--- config.mk ---
export PLATFORM = sky130hd
export DESIGN_NAME = rlem_top
export DESIGN_NICKNAME = d
export VERILOG_FILES = /design/src/core/rlem_pkg.sv /design/src/core/rlem_frame_if.sv /design/src/core/rlem_frame_rx.sv /design/src/core/rlem_top.sv
export SDC_FILE = /design/constraint.sdc
export NUM_CORES = 1
export LEC_CHECK = 0
export ABC_AREA = 1
export BUFFER_PORTS_ARGS = -buffer_cell sky130_fd_sc_hd__buf_2
export CAP_MARGIN = 20
export CORE_MARGIN = 2
export CORE_UTILIZATION = 40
export CTS_CLUSTER_SIZE = 28
export DETAILED_ROUTE_END_ITERATION = 10
export PLACE_DENSITY = 0.73
export SYNTH_ARGS = -nofsm -noshare
export SYNTH_HDL_FRONTEND = slang
export SYNTH_SLANG_ARGS = --single-unit
--- constraint.sdc ---
create_clock -name clock -period 3.45 [get_ports clock]
set_input_delay 0.1725 -clock clock [delete_from_list [all_inputs] [get_ports clock]]
set_output_delay 0.1725 -clock clock [all_outputs]
set_load 0.01 [all_outputs]
--- src/core/rlem_pkg.sv ---
// rlem_pkg: register map, field positions and widths of the remote line error monitor.
// assumes byte-wide registers, each placed in one aligned 32-bit APB word (byte address = 4*index).
package rlem_pkg;
  localparam int RLEM_ADDR_W = 16;
  localparam int RLEM_DATA_W = 32;
  localparam int RLEM_REG_W = 8;
  localparam int RLEM_TALLY_W = 32;
  // register indices; the byte address is four times the index
  localparam logic [13:0] RLEM_IDX_CONTROL_0 = 14'h1103;
  localparam logic [13:0] RLEM_IDX_IRQ_STATUS_0 = 14'h110B;
  localparam logic [13:0] RLEM_IDX_IRQ_MASK_0 = 14'h1120;
  localparam logic [13:0] RLEM_IDX_TALLY_3 = 14'h1118;
  localparam logic [13:0] RLEM_IDX_TALLY_2 = 14'h1119;
  localparam logic [13:0] RLEM_IDX_TALLY_1 = 14'h111A;
  localparam logic [13:0] RLEM_IDX_TALLY_0 = 14'h111B;
  // control byte fields
  localparam int RLEM_CTRL_COUNT_MODE_BIT = 2;
  localparam int RLEM_CTRL_FRAMING_STD_BIT = 3;
  localparam logic [7:0] RLEM_CTRL_WRITABLE = 8'h7F;
  localparam logic [7:0] RLEM_CTRL_RESET = 8'h00;
  // interrupt status fields
  localparam int RLEM_STAT_REMOTE_ERR_BIT = 5;
  localparam logic [7:0] RLEM_STAT_IMPLEMENTED = 8'h20;
  localparam logic [7:0] RLEM_STAT_RESET = 8'h00;
  localparam logic [7:0] RLEM_MASK_RESET = 8'h00;
  localparam logic [31:0] RLEM_TALLY_RESET = 32'h0000_0000;
  // largest value the far end normally reports per frame
  localparam logic [7:0] RLEM_REMOTE_ERR_TYPICAL_MAX = 8'h18;
  // apb slave states
  typedef enum logic [1:0] {
    RLEM_ST_IDLE = 2'b01,
    RLEM_ST_ANSWER = 2'b10
  } rlem_apb_state_t;
endpackage

--- src/core/rlem_frame_if.sv ---
// rlem_frame_if: per-frame remote error event passed from the extractor to the register core.
// assumes both ends run on the same clock; evt is a one-cycle pulse.
`timescale 1ns/10ps
interface rlem_frame_if;
  logic evt;
  logic [7:0] value;
  modport src (output evt, output value);
  modport dst (input evt, input value);
endinterface

--- src/core/rlem_frame_rx.sv ---
// rlem_frame_rx: takes the error-report byte of each received frame and flags non-zero values.
// assumes frame_strobe is a one-cycle pulse from framing logic on the same clock.
`timescale 1ns/10ps
module rlem_frame_rx
(
  // clock and reset
  input wire logic clock,
  input wire logic sys_rst,
  // per-frame overhead byte
  input wire logic frame_strobe,
  input wire logic [7:0] line_error_report_byte,
  // event towards the register core
  rlem_frame_if.src evt_out
);
  import rlem_pkg::*;

  logic evt;
  logic [7:0] value;
  logic next_evt;

  // whole byte carries the value; zero means an error-free frame
  assign next_evt = frame_strobe && (line_error_report_byte != 8'h00);

  always_ff @(posedge clock or posedge sys_rst)
  begin
    if (sys_rst)
    begin
      evt <= 1'b0;
      value <= 8'h00;
    end
    else
    begin
      evt <= next_evt;
      if (frame_strobe)
      begin
        value <= line_error_report_byte;
      end
    end
  end

  assign evt_out.evt = evt;
  assign evt_out.value = value;
endmodule

--- src/core/rlem_top.sv ---
// rlem_top: receive-side remote line error monitor with its APB register file.
// assumes the frame strobe and overhead byte come from framing logic on the same clock.
//
// What this block does
// - every received frame's error-report byte is examined and its remote error value taken out.
// - a frame with a non-zero value sets status bit 5 at 0x110B and drives the low interrupt.
// - each frame with a non-zero value increases the remote error tally by the mode's step.
// - the tally is a 32-bit counter that software reads as four bytes.
// - tally bits 31:24 sit at 0x1118 and the following bytes run down to bits 7:0 at 0x111B.
// - with count mode bit 2 of the control byte at 0 the reported value is added to the tally.
// - with count mode bit 2 at 1 exactly one is added per frame with a non-zero value.
//
// The APB slave port is this design's own decision.
`timescale 1ns/10ps
module rlem_top
(
  // clock and reset
  input wire logic clock,
  input wire logic sys_rst,
  // apb slave
  input wire logic psel,
  input wire logic penable,
  input wire logic pwrite,
  input wire logic [rlem_pkg::RLEM_ADDR_W-1:0] paddr,
  input wire logic [rlem_pkg::RLEM_DATA_W-1:0] pwdata,
  input wire logic [3:0] pstrb,
  output logic [rlem_pkg::RLEM_DATA_W-1:0] prdata,
  output logic pready,
  output logic pslverr,
  // received frame overhead
  input wire logic frame_strobe,
  input wire logic [7:0] line_error_report_byte,
  // interrupt, active low
  output logic irq_n
);
  import rlem_pkg::*;

  rlem_frame_if frame_evt ();

  rlem_frame_rx u_frame_rx
  (
    .clock(clock),
    .sys_rst(sys_rst),
    .frame_strobe(frame_strobe),
    .line_error_report_byte(line_error_report_byte),
    .evt_out(frame_evt)
  );

  // apb handshake state
  rlem_apb_state_t state;
  rlem_apb_state_t next_state;

  // register contents
  logic [7:0] rx_line_control_0;
  logic [7:0] rx_line_irq_status_0;
  logic [7:0] rx_line_irq_mask_0;
  logic [RLEM_TALLY_W-1:0] remote_error_tally;

  // address decode
  logic [13:0] reg_index;
  logic word_aligned;
  logic hit_control;
  logic hit_status;
  logic hit_mask;
  logic [3:0] hit_tally;
  logic hit_any;

  // phase qualifiers
  logic setup_seen;
  logic answer_edge;
  logic read_take;
  logic write_take;
  logic low_lane_written;

  // next values
  logic [7:0] next_control;
  logic [7:0] next_status;
  logic [7:0] next_mask;
  logic [RLEM_TALLY_W-1:0] next_tally;
  logic [RLEM_TALLY_W-1:0] tally_after_clear;
  logic [RLEM_TALLY_W-1:0] tally_step;
  logic [RLEM_TALLY_W-1:0] tally_clear_mask;
  logic [7:0] status_set;
  logic [7:0] status_clear;
  logic [7:0] read_byte;
  logic [RLEM_DATA_W-1:0] next_prdata;
  logic next_pready;
  logic next_pslverr;
  logic next_irq_n;
  logic count_mode;

  // per-register access strobes
  logic read_status;
  logic write_control;
  logic write_mask;
  logic [3:0] read_tally;
  logic [7:0] irq_bit;

  assign reg_index = paddr[15:2];
  assign word_aligned = (paddr[1:0] == 2'b00);

  assign hit_control = word_aligned && (reg_index == RLEM_IDX_CONTROL_0);
  assign hit_status = word_aligned && (reg_index == RLEM_IDX_IRQ_STATUS_0);
  assign hit_mask = word_aligned && (reg_index == RLEM_IDX_IRQ_MASK_0);

  // byte 3 is the most significant, at the lowest index
  genvar gi;
  generate
    for (gi = 0; gi < 4; gi++)
    begin : g_tally_dec
      localparam logic [13:0] IDX = RLEM_IDX_TALLY_0 - 14'(gi);
      assign hit_tally[gi] = word_aligned && (reg_index == IDX);
      assign read_tally[gi] = read_take && hit_tally[gi];
      assign tally_clear_mask[gi*8 +: 8] = read_tally[gi] ? 8'h00 : 8'hFF;
    end
  endgenerate

  assign hit_any = hit_control || hit_status || hit_mask || (hit_tally != 4'b0000);

  // one wait state: the answer is prepared in the first access cycle
  assign setup_seen = psel && penable && (state == RLEM_ST_IDLE);
  assign answer_edge = psel && penable && (state == RLEM_ST_ANSWER);
  // read side effects happen once, when the data is captured
  assign read_take = setup_seen && !pwrite && hit_any;
  assign write_take = answer_edge && pwrite && hit_any;
  assign low_lane_written = pstrb[0];
  assign read_status = read_take && hit_status;
  assign write_control = write_take && hit_control && low_lane_written;
  assign write_mask = write_take && hit_mask && low_lane_written;

  // apb state machine
  always_comb
  begin
    next_state = state;
    case (state)
      RLEM_ST_IDLE:
      begin
        if (psel && penable)
        begin
          next_state = RLEM_ST_ANSWER;
        end
      end
      RLEM_ST_ANSWER:
      begin
        next_state = RLEM_ST_IDLE;
      end
      default:
      begin
        next_state = RLEM_ST_IDLE;
      end
    endcase
  end

  assign next_pready = (next_state == RLEM_ST_ANSWER);
  assign next_pslverr = setup_seen && !hit_any;

  // read mux: narrow registers sit in the low byte, upper bits read as zero
  assign read_byte = hit_control ? rx_line_control_0 :
                     hit_status ? rx_line_irq_status_0 :
                     hit_mask ? rx_line_irq_mask_0 :
                     hit_tally[3] ? remote_error_tally[31:24] :
                     hit_tally[2] ? remote_error_tally[23:16] :
                     hit_tally[1] ? remote_error_tally[15:8] :
                     hit_tally[0] ? remote_error_tally[7:0] :
                     8'h00;

  assign next_prdata = read_take ? {24'h000000, read_byte} : 32'h0000_0000;

  // control byte; bit 7 stays zero
  assign next_control = write_control ?
                        (pwdata[7:0] & RLEM_CTRL_WRITABLE) : rx_line_control_0;
  assign next_mask = write_mask ?
                     (pwdata[7:0] & RLEM_STAT_IMPLEMENTED) : rx_line_irq_mask_0;

  assign count_mode = rx_line_control_0[RLEM_CTRL_COUNT_MODE_BIT];

  // sticky status per flag: a new event in the read cycle survives the clear
  genvar gb;
  generate
    for (gb = 0; gb < 8; gb++)
    begin : g_status_bit
      assign status_set[gb] = frame_evt.evt && (gb == RLEM_STAT_REMOTE_ERR_BIT);
      assign status_clear[gb] = read_status;
      assign next_status[gb] = RLEM_STAT_IMPLEMENTED[gb] &&
                               ((rx_line_irq_status_0[gb] && !status_clear[gb]) ||
                                status_set[gb]);
      assign irq_bit[gb] = next_status[gb] && next_mask[gb];
    end
  endgenerate

  // step per errored frame; the value is taken whole, values above 24 are not trimmed
  assign tally_step = !frame_evt.evt ? RLEM_TALLY_RESET :
                      count_mode ? 32'h0000_0001 :
                      {24'h000000, frame_evt.value};

  // cleared byte first, then the step, so a same-cycle count is not lost
  assign tally_after_clear = remote_error_tally & tally_clear_mask;
  assign next_tally = tally_after_clear + tally_step;

  // released once no enabled flag remains
  assign next_irq_n = ~|irq_bit;

  // apb handshake
  always_ff @(posedge clock or posedge sys_rst)
  begin
    if (sys_rst)
    begin
      state <= RLEM_ST_IDLE;
    end
    else
    begin
      state <= next_state;
    end
  end

  always_ff @(posedge clock or posedge sys_rst)
  begin
    if (sys_rst)
    begin
      pready <= 1'b0;
    end
    else
    begin
      pready <= next_pready;
    end
  end

  always_ff @(posedge clock or posedge sys_rst)
  begin
    if (sys_rst)
    begin
      pslverr <= 1'b0;
    end
    else
    begin
      pslverr <= next_pslverr;
    end
  end

  // read data only in the answer cycle, zero otherwise
  always_ff @(posedge clock or posedge sys_rst)
  begin
    if (sys_rst)
    begin
      prdata <= 32'h0000_0000;
    end
    else
    begin
      prdata <= next_prdata;
    end
  end

  always_ff @(posedge clock or posedge sys_rst)
  begin
    if (sys_rst)
    begin
      rx_line_control_0 <= RLEM_CTRL_RESET;
    end
    else
    begin
      rx_line_control_0 <= next_control;
    end
  end

  always_ff @(posedge clock or posedge sys_rst)
  begin
    if (sys_rst)
    begin
      rx_line_irq_mask_0 <= RLEM_MASK_RESET;
    end
    else
    begin
      rx_line_irq_mask_0 <= next_mask;
    end
  end

  always_ff @(posedge clock or posedge sys_rst)
  begin
    if (sys_rst)
    begin
      rx_line_irq_status_0 <= RLEM_STAT_RESET;
    end
    else
    begin
      rx_line_irq_status_0 <= next_status;
    end
  end

  // wraps silently at 2^32; software is expected to poll well before
  always_ff @(posedge clock or posedge sys_rst)
  begin
    if (sys_rst)
    begin
      remote_error_tally <= RLEM_TALLY_RESET;
    end
    else
    begin
      remote_error_tally <= next_tally;
    end
  end

  always_ff @(posedge clock or posedge sys_rst)
  begin
    if (sys_rst)
    begin
      irq_n <= 1'b1;
    end
    else
    begin
      irq_n <= next_irq_n;
    end
  end
endmodule

== Word level (Yosys, flattened, before mapping) ==
Cells that the tools add are included.

* Logic and storage cells: 78
* Register bits after elaboration: 63

* Equal/unequal tests: 10
* Muxes and demuxes: 17
* Reduce and logical (&&, ||, !) cells: 38
* Bitwise logic cells: 1
* Add/subtract/negate cells: 1

{| class="wikitable"
|+ Operator list
! cell !! number
|-
| $mux W8 || 14
|-
| $eq A14 B13 Y1 const B || 7
|-
| $add A32 B8 Y32 || 1
|-
| $and A32 B32 Y32 || 1
|-
| $logic_and A1 B1 Y1 || 27
|-
| $reduce_bool A8 Y1 || 1
|-
| $mux W6 || 1
|-
| $eq A2 B2 Y1 const B || 2
|-
| $logic_not A1 Y1 || 4
|-
| $logic_or A1 B1 Y1 || 4
|-
| $mux W2 || 2
|-
| $reduce_bool A4 Y1 || 1
|-
| $eq A2 B1 Y1 const B || 1
|-
| $logic_not A2 Y1 || 1
|}

== Logic depth before layout (Yosys ltp) ==
Gate-level depths: netlist of run 1.

* Word-level depth: 12
* Depth in mapped cells: 22
* Mapped depth without buffers: 22

== Hierarchy ==
Synthesis of run 1 repeated with hierarchy kept, for this count alone.

* Cell total of the unflattened synthesis: 548
* Area, all modules: 4137.7 um2

{| class="wikitable"
|+ By module, submodules not included
! module !! area each (um2) !! seq. area each (um2) !! instances !! cells an instance
|-
| rlem_top || 3773.6 || 1353.8 || 1 || 504
|-
| rlem_frame_rx || 364.1 || 225.2 || 1 || 44
|}

== Worst setup path before layout of run 1 ==
OpenSTA, ideal clock, no wires.

* Path kind: register to register
* Start point: register state[0]
* End point: register remote_error_tally[22]
* Period minus slack after synthesis: 3254 ps
* Stages on the path, launching flop included: 22
* Arrival time: 3131 ps
* Setup time: 123 ps
* Required time: 3327 ps
* Setup slack: 196 ps
* Path through: dfstp_2 -> inv_1 -> nor3_2 -> inv_1 -> nor2_2 -> inv_1 -> nor2_1 -> nor2_1 -> ha_1 -> fa_1 -> nand3_1 -> nand2_1 -> nand2_1 -> nand2_1 -> a21oi_1 -> o21ai_0 -> nand3_2 -> nor2_4 -> nand2_1 -> nor2_1 -> nand2_1 -> nand2_1

* Cells in the longest elaborated chain, start to end: 8
* Elaborated cells on any way between the ends: 12

{| class="wikitable"
|+ RTL lines
! element !! line !! text
|-
| start: declaration || rlem_top.sv:50 || <nowiki>rlem_apb_state_t state;</nowiki>
|-
| start signal: assignment || rlem_top.sv:212 || <nowiki>state <= next_state;</nowiki>
|-
| $eq A2 B1 Y1 * || rlem_top.sv:121 || <nowiki>assign setup_seen = psel && penable && (state == RLEM_ST_IDLE);</nowiki>
|-
| $logic_and A1 B1 Y1 * || rlem_top.sv:121 ||
|-
| $logic_and A1 B1 Y1 * (2 in a row) || rlem_top.sv:124 || <nowiki>assign read_take = setup_seen && !pwrite && hit_any;</nowiki>
|-
| $logic_and A1 B1 Y1 || rlem_top.sv:113 || <nowiki>assign read_tally[gi] = read_take && hit_tally[gi];</nowiki>
|-
| $mux W8 || rlem_top.sv:114 || <nowiki>assign tally_clear_mask[gi*8 +: 8] = read_tally[gi] ? 8'h00 : 8'hFF;</nowiki>
|-
| $and A32 B32 Y32 * || rlem_top.sv:197 || <nowiki>assign tally_after_clear = remote_error_tally & tally_clear_mask;</nowiki>
|-
| $add A32 B8 Y32 * || rlem_top.sv:198 || <nowiki>assign next_tally = tally_after_clear + tally_step;</nowiki>
|-
| net next_tally[22] || rlem_top.sv:79 || <nowiki>logic [RLEM_TALLY_W-1:0] next_tally;</nowiki>
|-
| end signal: assignment || rlem_top.sv:298 || <nowiki>remote_error_tally <= next_tally;</nowiki>
|-
| end: declaration || rlem_top.sv:57 || <nowiki>logic [RLEM_TALLY_W-1:0] remote_error_tally;</nowiki>
|}

Mark *: on every way through the listed nets, which the timed path passes. The rest lies on a longest branch.
A chain may end at the register's enable or synchronous reset.

== Worst setup path in the final report of run 1 ==
* Start point: register state[0]
* End point: register remote_error_tally[21]

Same word-level chain as after synthesis.

==> impl_results.md, run 1 <==
* Relative slew margins at 54.6%
* Detailed placement HPWL at 6780 um
* Library cell contributing the largest single delay on the critical path: sky130_fd_sc_hd__dfstp_2
* Number of nets still failing antenna checks after routing at 0
* Fraction of synthesis flops using an asynchronous set or reset pin at 100%
* DIE AREA at between 10000 and 15000 sq um
* Cell area after technology mapping at between 3000 and 4000 sq um
* Highest net fanout along the worst path at 5
* Port Buffer Count at 48
* Detailed-route via count at 3377
* Fill cell total of the finished layout at 957
* Sequential cell area fraction in the yosys report at 40.3%
* Register bit count reported by yosys at 63
* H-tree levels at 3
* Peak supply drop at 0.000222 V
* Mean instance size in the synthesized netlist at 7.70 sq um
* Average routed wire per standard cell at 12.2 um
* Number of setup buffers added after CTS at 0
* Via count of the first global-routing pass at 3304
* Required arrival time at the worst endpoint at 3.70 ns
* Data arrival time of the critical path at 3.39 ns
* Hold depth at 3
* Core Box Area at between 9000 and 10000 sq um
* DR WL met2 at 4290 um
* Most common flop cell mapped by yosys: sky130_fd_sc_hd__dfrtp_1
* Leakage at 2.29 nW
* Count of unique library cells instantiated by Yosys at 40
* Number of clock sinks at between 60 and 70
* Drc violations at 0
* Placer Congestion at just over 0.9
* Grt total ovfl at 0
* Chip width at 103 um
* Total clock buffers created by CTS at 9
* Initial drt markers at 147
* Starting Density at 40.6%
* P&R area growth vs syn at 13.3%
* Pins over their slew limit at 0
* Uppermost metal layer occupied by signal nets: met4
* Worst clock skew on the final layout at roughly 0.013 ns
* Combined global-route utilization of all metal layers at 17.5%
* Die extent in y at 103 um
* Largest incremental delay on the critical path at 0.52 ns
* Routed Wire Length at roughly 8600 um
* Detail-routed via count per cell at ~4.8
* Ant diodes at 0
* Final min period at 3.14 ns
* Final setup violation count at 0
* CTS tree: done
* First-pass iteration count of the detailed router at 4
* Part of the cycle the worst path needs at 91.2%
* DR WL met3 at 343 um
* Crit start category: register
* Number of enable-type register cells in the synthesized netlist at 0
* Ys Warns at 0
* Power, Total at approximately 0.0020 W
* Bufs on Longest Clock Path at 2
* Number of cells traversed by the worst register-to-register path at 18
* Number of antenna violations at the first check in global routing at 0
* Root Buffer Master: sky130_fd_sc_hd__clkbuf_8
* Total number of placement rows at 36
* Actual transition at the worst max-transition pin at 0.680 ns
* Global-route wire length before repair at 14400 um
* Clock-pin slew of the registers on the worst-case setup and hold paths at 0.08 ns
* Count of nets after finishing at 642
* Most common cell after layout, fill and taps aside: sky130_fd_sc_hd__nand2_1
* Sum Neg Setup Slack at 0 ns
* List of cells traversed by the critical path: inv_1, nor3_2, inv_1, nor2_2, inv_1, nor2_4, buf_4, nor2_1, ha_1, nand2_1, o31ai_2, nand4_1, nand2_2, nand2_2, nor2_1, nand3_1, nand2_1, inv_1
* WL met1 at 3780 um
* Commonest cells after routing, fill and taps aside: sky130_fd_sc_hd__nand2_1 (110), sky130_fd_sc_hd__nor2_1 (66), sky130_fd_sc_hd__dfrtp_1 (61)
* Critical setup path kind: reg -> reg
* Final hold violation count at 0
* Clock Latency Late Sink at about 0.35 ns
* Top-Level Pins at just over 100
* Path category of the worst min-delay check: in -> reg
* Nature of the critical path endpoint: register
* Cell area power density at 440 nW/um^2
* Largest net degree at the start of global routing at 34
* Status: completed
* Maximum clock frequency at 0.318 GHz
* Max Cap Violations at 0
* Cells after Synth at 508
* Top cell by count, worst path: sky130_fd_sc_hd__inv_1
* Share of final-layout standard cells stronger than drive strength 1 at between 20 and 25%
==> logic make-up (layout without fill, tap and decap cells) <==
kind of cell / Yosys count / count (layout) / synth area share, %
compound gates: 59 / 59 / 8.60
mux: 8 / 8 / 2.27
buf+inv: 99 / 140 / 12.1
fa+ha+maj: 9 / 9 / 3.07
other cells: 1 / 24 / 0.0958
simple gates: 251 / 251 / 29.5
flops: 63 / 63 / 40.3
xor+xnor: 18 / 18 / 4.03
==> power by group <==
group / switching, W / internal (W)
registers: 0.0000657 / 0.000833
logic: 0.000298 / 0.000189
clock network: 0.000307 / 0.000259
total: 0.000671 / 0.00128
==> final cells by class <==
type	count	area, sq um	share of cell area (%)
flip-flops and latches	63	1580	35.6
repair buffers	53	280	6.32
clock buffers	9	124	2.79
inverters	71	267	6.01
well taps	133	166	3.75
clock inverters	7	50.0	1.13
multi-input cells	369	1970	44.4
==> registers in the layout (all words and copies together) (netlist names) <==
name / flops
rx_line_irq_status_0: 1
u_frame_rx.evt_out.evt: 1
state: 2
rx_line_control_0: 7
irq_n: 1
pslverr: 1
pready: 1
prdata: 8
u_frame_rx.evt_out.value: 8
remote_error_tally: 32
rx_line_irq_mask_0: 1
==> cell usage after synthesis, types with 2 or more instances <==
cell                       count  area share (%)
sky130_fd_sc_hd__inv_2         9            0.86
sky130_fd_sc_hd__a21oi_1      16             2.0
sky130_fd_sc_hd__buf_4        25             4.8
sky130_fd_sc_hd__inv_1        60             5.8
sky130_fd_sc_hd__dfrtp_1      61              39
sky130_fd_sc_hd__o211ai_1      7             1.3
sky130_fd_sc_hd__o221ai_1      3            0.67
sky130_fd_sc_hd__nor2_4        2            0.58
sky130_fd_sc_hd__nand3_1      37             4.7
sky130_fd_sc_hd__nand4_1       6            0.96
sky130_fd_sc_hd__mux2_2        7             2.0
sky130_fd_sc_hd__nor3_2        2            0.51
sky130_fd_sc_hd__ha_1          8             2.6
sky130_fd_sc_hd__nand2_1     111              11
sky130_fd_sc_hd__nor2_1       67             6.4
sky130_fd_sc_hd__nand2_2       3            0.48
sky130_fd_sc_hd__o21ai_0      28             3.6
sky130_fd_sc_hd__nand3_2       6             1.5
sky130_fd_sc_hd__nor4_1        2            0.32
sky130_fd_sc_hd__nand3_4       2            0.90
sky130_fd_sc_hd__nor3_1        2            0.26
sky130_fd_sc_hd__dfstp_2       2             1.3
sky130_fd_sc_hd__xor2_1       12             2.7
sky130_fd_sc_hd__xnor2_1       6             1.3
sky130_fd_sc_hd__clkinv_1      2            0.19
sky130_fd_sc_hd__nor2_2        8             1.3
==> repair_timing <==
| action | in CTS | in global routing |
|---|---|---|
| hold buffers | 1 | 0 |
| setup endpoints to repair | 1 | 20 |
| hold endpoints to repair | 31 | 0 |
| resized for setup | 1 | 6 |
==> critical path: cells and delay by family (launching register included) <==
family                     cells  cell delay (ns)
adders and majority gates      1             0.33
buffers and inverters          5             0.43
and+or+nand+nor               11             1.42
AOI/OAI and AO/OA              1             0.32
DFF                            1             0.52
==> per-layer routing <==
layer / up-vias / GRT usage [%]
li1: 1699 / -
met4: 0 / 8.91
met2: 82 / 29.4
met5: - / 0
met1: 1582 / 21.6
met3: 14 / 2.98
==> path summary, 6_finish.rpt <==
check	endpoint	from	slack, ns
worst max-delay path	remote_error_tally[21]	state[0]	0.31
worst min-delay path	u_frame_rx.evt_out.value[4]	line_error_report_byte[4]	0.04
worst min register to register	pready	state[1]	0.50
max in group asynchronous	irq_n	sys_rst	2.08
worst max register to register	remote_error_tally[21]	state[0]	0.31
min in group asynchronous	prdata[5]	sys_rst	0.47
==> through the flow <==
step / hold slack [ns] / worst slack [ns] / instances / utilization (%) / cell area [sq um]
after floorplan: 0.280 / 0.196 / 531 / - / 4000
after global placement: 0.309 / 0.129 / 688 / 43.9 / 4230
after detailed placement: 0.318 / 0.000158 / 688 / 43.9 / 4230
after CTS: 0.0322 / 0.0483 / 705 / 45.8 / 4410
after global routing: 0.0462 / -0.00942 / 705 / 46.0 / 4440
final: 0.0374 / 0.305 / 705 / 46.0 / 4440
Power figures use the tool's default switching activity.
==> run 2: changes to the inputs <==
--- a/config.mk
+++ b/config.mk
@@ -15,2 +15,3 @@
 export PLACE_DENSITY = 0.73
+export RECOVER_POWER = 50
 export SYNTH_ARGS = -nofsm -noshare
==> constraint.sdc (replaced) <==
create_clock -name clock -period 3.45 [get_ports clock]
set_input_delay 0.5175 -clock clock [delete_from_list [all_inputs] [get_ports clock]]
set_output_delay 0.5175 -clock clock [all_outputs]
set_load 0.01 [all_outputs]
==> impl_results.md, run 2 (synthesized netlist as in run 1, its figures left out) <==
* Drc violations at 0 (unchanged)
* Global-route wire length before repair at 14900 um (was 14400 um)
* Placer Congestion at 0.887 (was 0.912)
* Via count of the first global-routing pass at 3415 (was 3304)
* Starting Density at 40.6% (unchanged)
* Number of nets still failing antenna checks after routing at 0 (unchanged)
* P&R area growth vs syn at 14.8% (was 13.3%)
* Worst clock skew on the final layout at 0.00985 ns (was 0.0126 ns)
* Bufs on Longest Clock Path at 2 (unchanged)
* Number of placed instances with taps included at 690 (was 688)
* Biggest regs: remote_error_tally (32), prdata (8), u_frame_rx.evt_out.value (8) (unchanged)
* Initial drt markers at 232 (was 147)
* Final cell count without fillers at 708 (was 705)
* Top-Level Pins at 101 (unchanged)
* Crit start category: register (unchanged)
* DIE AREA at 10600 sq um (unchanged)
* Violations in the final reports: capacitance limit, slew limit
* Final standard cell area without fillers at 4490 sq um (was 4440 sq um)
* Root Buffer Master: sky130_fd_sc_hd__clkbuf_8 (unchanged)
* Final setup violation count at 0 (unchanged)
* Register with the most flip-flops: remote_error_tally (unchanged)
* H-tree levels at 3 (unchanged)
* Max FFs per register at 32 (unchanged)
* Switching power share of the total at 32.4% (was 34.4%)
* Leakage at 2.33 nW (was 2.29 nW)
* Count of nets after finishing at 645 (was 642)
* Pins over their slew limit at 64 (was 0)
* Nature of the critical path endpoint: register (unchanged)
* Peak supply drop at 0.000205 V (was 0.000222 V)
* Comb power frac at 22.8% (was 24.9%)
* Hold path startpoint: line_error_report_byte[1] (was line_error_report_byte[4])
* Required arrival time at the worst endpoint at 3.69 ns (was 3.70 ns)
* Total number of placement rows at 36 (unchanged)
* Port Buffer Count at 48 (unchanged)
* Die extent in y at 103 um (unchanged)
* Cell area power density at 470 nW/um^2 (was 440 nW/um^2)
* Chip width at 103 um (unchanged)
* Clock Latency Late Sink at 0.36 ns (was 0.35 ns)
* Ant diodes at 0 (unchanged)
* Post-place setup slack at -0.0843 ns (was 0.000158 ns)
* Net switching power at 0.000684 W (was 0.000671 W)
* Critical setup path kind: reg -> reg (unchanged)
* Relative slew margins at -5.30% (was 54.6%)
* Hold depth at 3 (unchanged)
* First-pass iteration count of the detailed router at 4 (unchanged)
* Cell area after placement at 4240 sq um (was 4230 sq um)
* Clock-pin slew of the registers on the worst-case setup and hold paths at 0.08 ns (about the same)
* Maximum clock frequency at 0.316 GHz (was 0.318 GHz)
* Largest net degree at the start of global routing at 64 (was 34)
* Final min period at 3.16 ns (was 3.14 ns)
* Max Cap Violations at 1 (was 0)
* Total clock buffers created by CTS at 9 (unchanged)
* Detailed-route via count at 3397 (was 3377)
* Terminus of the critical flop-to-flop path: remote_error_tally[22] (was remote_error_tally[21])
* Reg area at 1580 sq um (unchanged)
* Combined global-route utilization of all metal layers at 18.2% (was 17.5%)
* Commonest cells after routing, fill and taps aside: sky130_fd_sc_hd__nand2_1 (110), sky130_fd_sc_hd__nor2_1 (66), sky130_fd_sc_hd__dfrtp_1 (61) (unchanged)
* Number of cells traversed by the worst register-to-register path at 21 (was 18)
* Share of final-layout standard cells stronger than drive strength 1 at 20.3% (about the same)
* Clock Power Share at 34.7% (was 29.0%)
* Most common cell after layout, fill and taps aside: sky130_fd_sc_hd__nand2_1 (unchanged)
* Area taken by multi-input logic gates at 1970 sq um (about the same)
* Final hold violation count at 0 (unchanged)
* Minimum setup slack among reg-to-reg paths at 0.29 ns (was 0.31 ns)
* CTS hold repair buffers at 0 (was 1)
* Grt total ovfl at 0 (unchanged)
* Core Box Area at 9640 sq um (unchanged)
* Origin of the critical flop-to-flop path: state[0] (unchanged)
* Worst-case hold path end point: u_frame_rx.evt_out.value[1] (was u_frame_rx.evt_out.value[4])
* Fill cell total of the finished layout at 942 (was 957)
* Actual transition at the worst max-transition pin at 1.58 ns (was 0.680 ns)
* Detailed placement HPWL at 6750 um (was 6780 um)
* Path category of the worst min-delay check: in -> reg (unchanged)
* RSZ-0062 raised after global routing: false
* Register share of total power at 42.6% (was 46.0%)
* Number of clock sinks at 63 (unchanged)
* Number of antenna violations at the first check in global routing at 0 (unchanged)
* Routed Wire Length at 8840 um (was 8600 um)
* Min setup slack post-route at 0.287 ns (was 0.305 ns)
* Average routed wire per standard cell at 12.5 um (was 12.2 um)
* CTS tree: done (unchanged)
* Part of the cycle the worst path needs at 91.7% (was 91.2%)
* Internal portion of total power at 0.00143 W (was 0.00128 W)
* Highest net fanout along the worst path at 5 (unchanged)
* Status: finished, violations left (was completed)
* Data arrival time of the critical path at 3.40 ns (was 3.39 ns)
* Detail-routed via count per cell at 4.80 (was 4.79)
## run 2: critical path, stage by stage, from the launching register on
cell	delay [ns]
sky130_fd_sc_hd__dfstp_2	0.52
sky130_fd_sc_hd__inv_1	0.06
sky130_fd_sc_hd__nor3_2	0.17
sky130_fd_sc_hd__inv_1	0.09
sky130_fd_sc_hd__nor2_2	0.11
sky130_fd_sc_hd__inv_1	0.09
sky130_fd_sc_hd__nor2_4	0.17
sky130_fd_sc_hd__nor2_1	0.07
sky130_fd_sc_hd__ha_1	0.21
sky130_fd_sc_hd__fa_1	0.41
sky130_fd_sc_hd__nand3_1	0.10
sky130_fd_sc_hd__nand2_1	0.08
sky130_fd_sc_hd__nand2_1	0.07
sky130_fd_sc_hd__nand2_1	0.07
sky130_fd_sc_hd__a21oi_2	0.18
sky130_fd_sc_hd__o21ai_1	0.12
sky130_fd_sc_hd__nand3_2	0.16
sky130_fd_sc_hd__nor2_4	0.08
sky130_fd_sc_hd__nand2_2	0.12
sky130_fd_sc_hd__nor2_1	0.05
sky130_fd_sc_hd__nand2_1	0.05
sky130_fd_sc_hd__nand2_1	0.06
## run 2: worst max path at each step
stage | startpoint | to | slack [ns] | cells after the start
6_report | state[0] | remote_error_tally[22] | 0.29 | 21
5_1_grt | state[0] | remote_error_tally[22] | 0.02 | 19
4_1_cts | state[0] | remote_error_tally[22] | 0.06 | 21
3_5_place_dp | psel | remote_error_tally[22] | -0.08 | 22
3_3_place_gp | penable | remote_error_tally[22] | 0.02 | 20
2_1_floorplan | psel | remote_error_tally[22] | 0.19 | 21
## run 2: power by group through the flow
stage	logic [W]	registers, W	clock network [W]
2_1_floorplan	0.000381	0.000892	0
3_3_place_gp	0.000447	0.000909	0
3_5_place_dp	0.000469	0.000914	0
4_1_cts	0.000474	0.000899	0.000735
5_1_grt	0.000556	0.000912	0.000775
6_report	0.000481	0.000899	0.000732
## run 2: area by class of cell
cell class,count,area share (%)
multi-input cells,369,43.7
flip-flops and latches,63,35.1
repair buffers,56,6.60
inverters,71,5.93
well taps,133,3.70
clock buffers,9,2.76
clock inverters,7,2.14
## run 2: per-layer routing
metal | track usage, % | share of wire (%)
met1 | 21.8 | 43
met2 | 31.0 | 48
met3 | 5.63 | 6.6
met4 | 6.58 | 2.0
met5 | 0 | 0
## run 2: through the flow
step	TNS, ns	hold WS [ns]	power (W)	util [%]
after detailed placement	-0.192	0.485	0.00138	44.0
after global routing	0	0.372	0.00224	46.6
after CTS	0	0.368	0.00211	46.3
final	0	0.368	0.00211	46.6
after floorplan	0	0.452	0.00127	-
after global placement	0	0.467	0.00136	44.0
## run 2: what timing repair did
item | 4_1_cts | 5_1_grt
buffers inserted | 0 | 2
resized for setup | 1 | 5
pin swaps | 0 | 1
endpoints found under the hold margin | 0 | 0
cloned | 0 | 0
setup endpoints to repair | 3 | 16
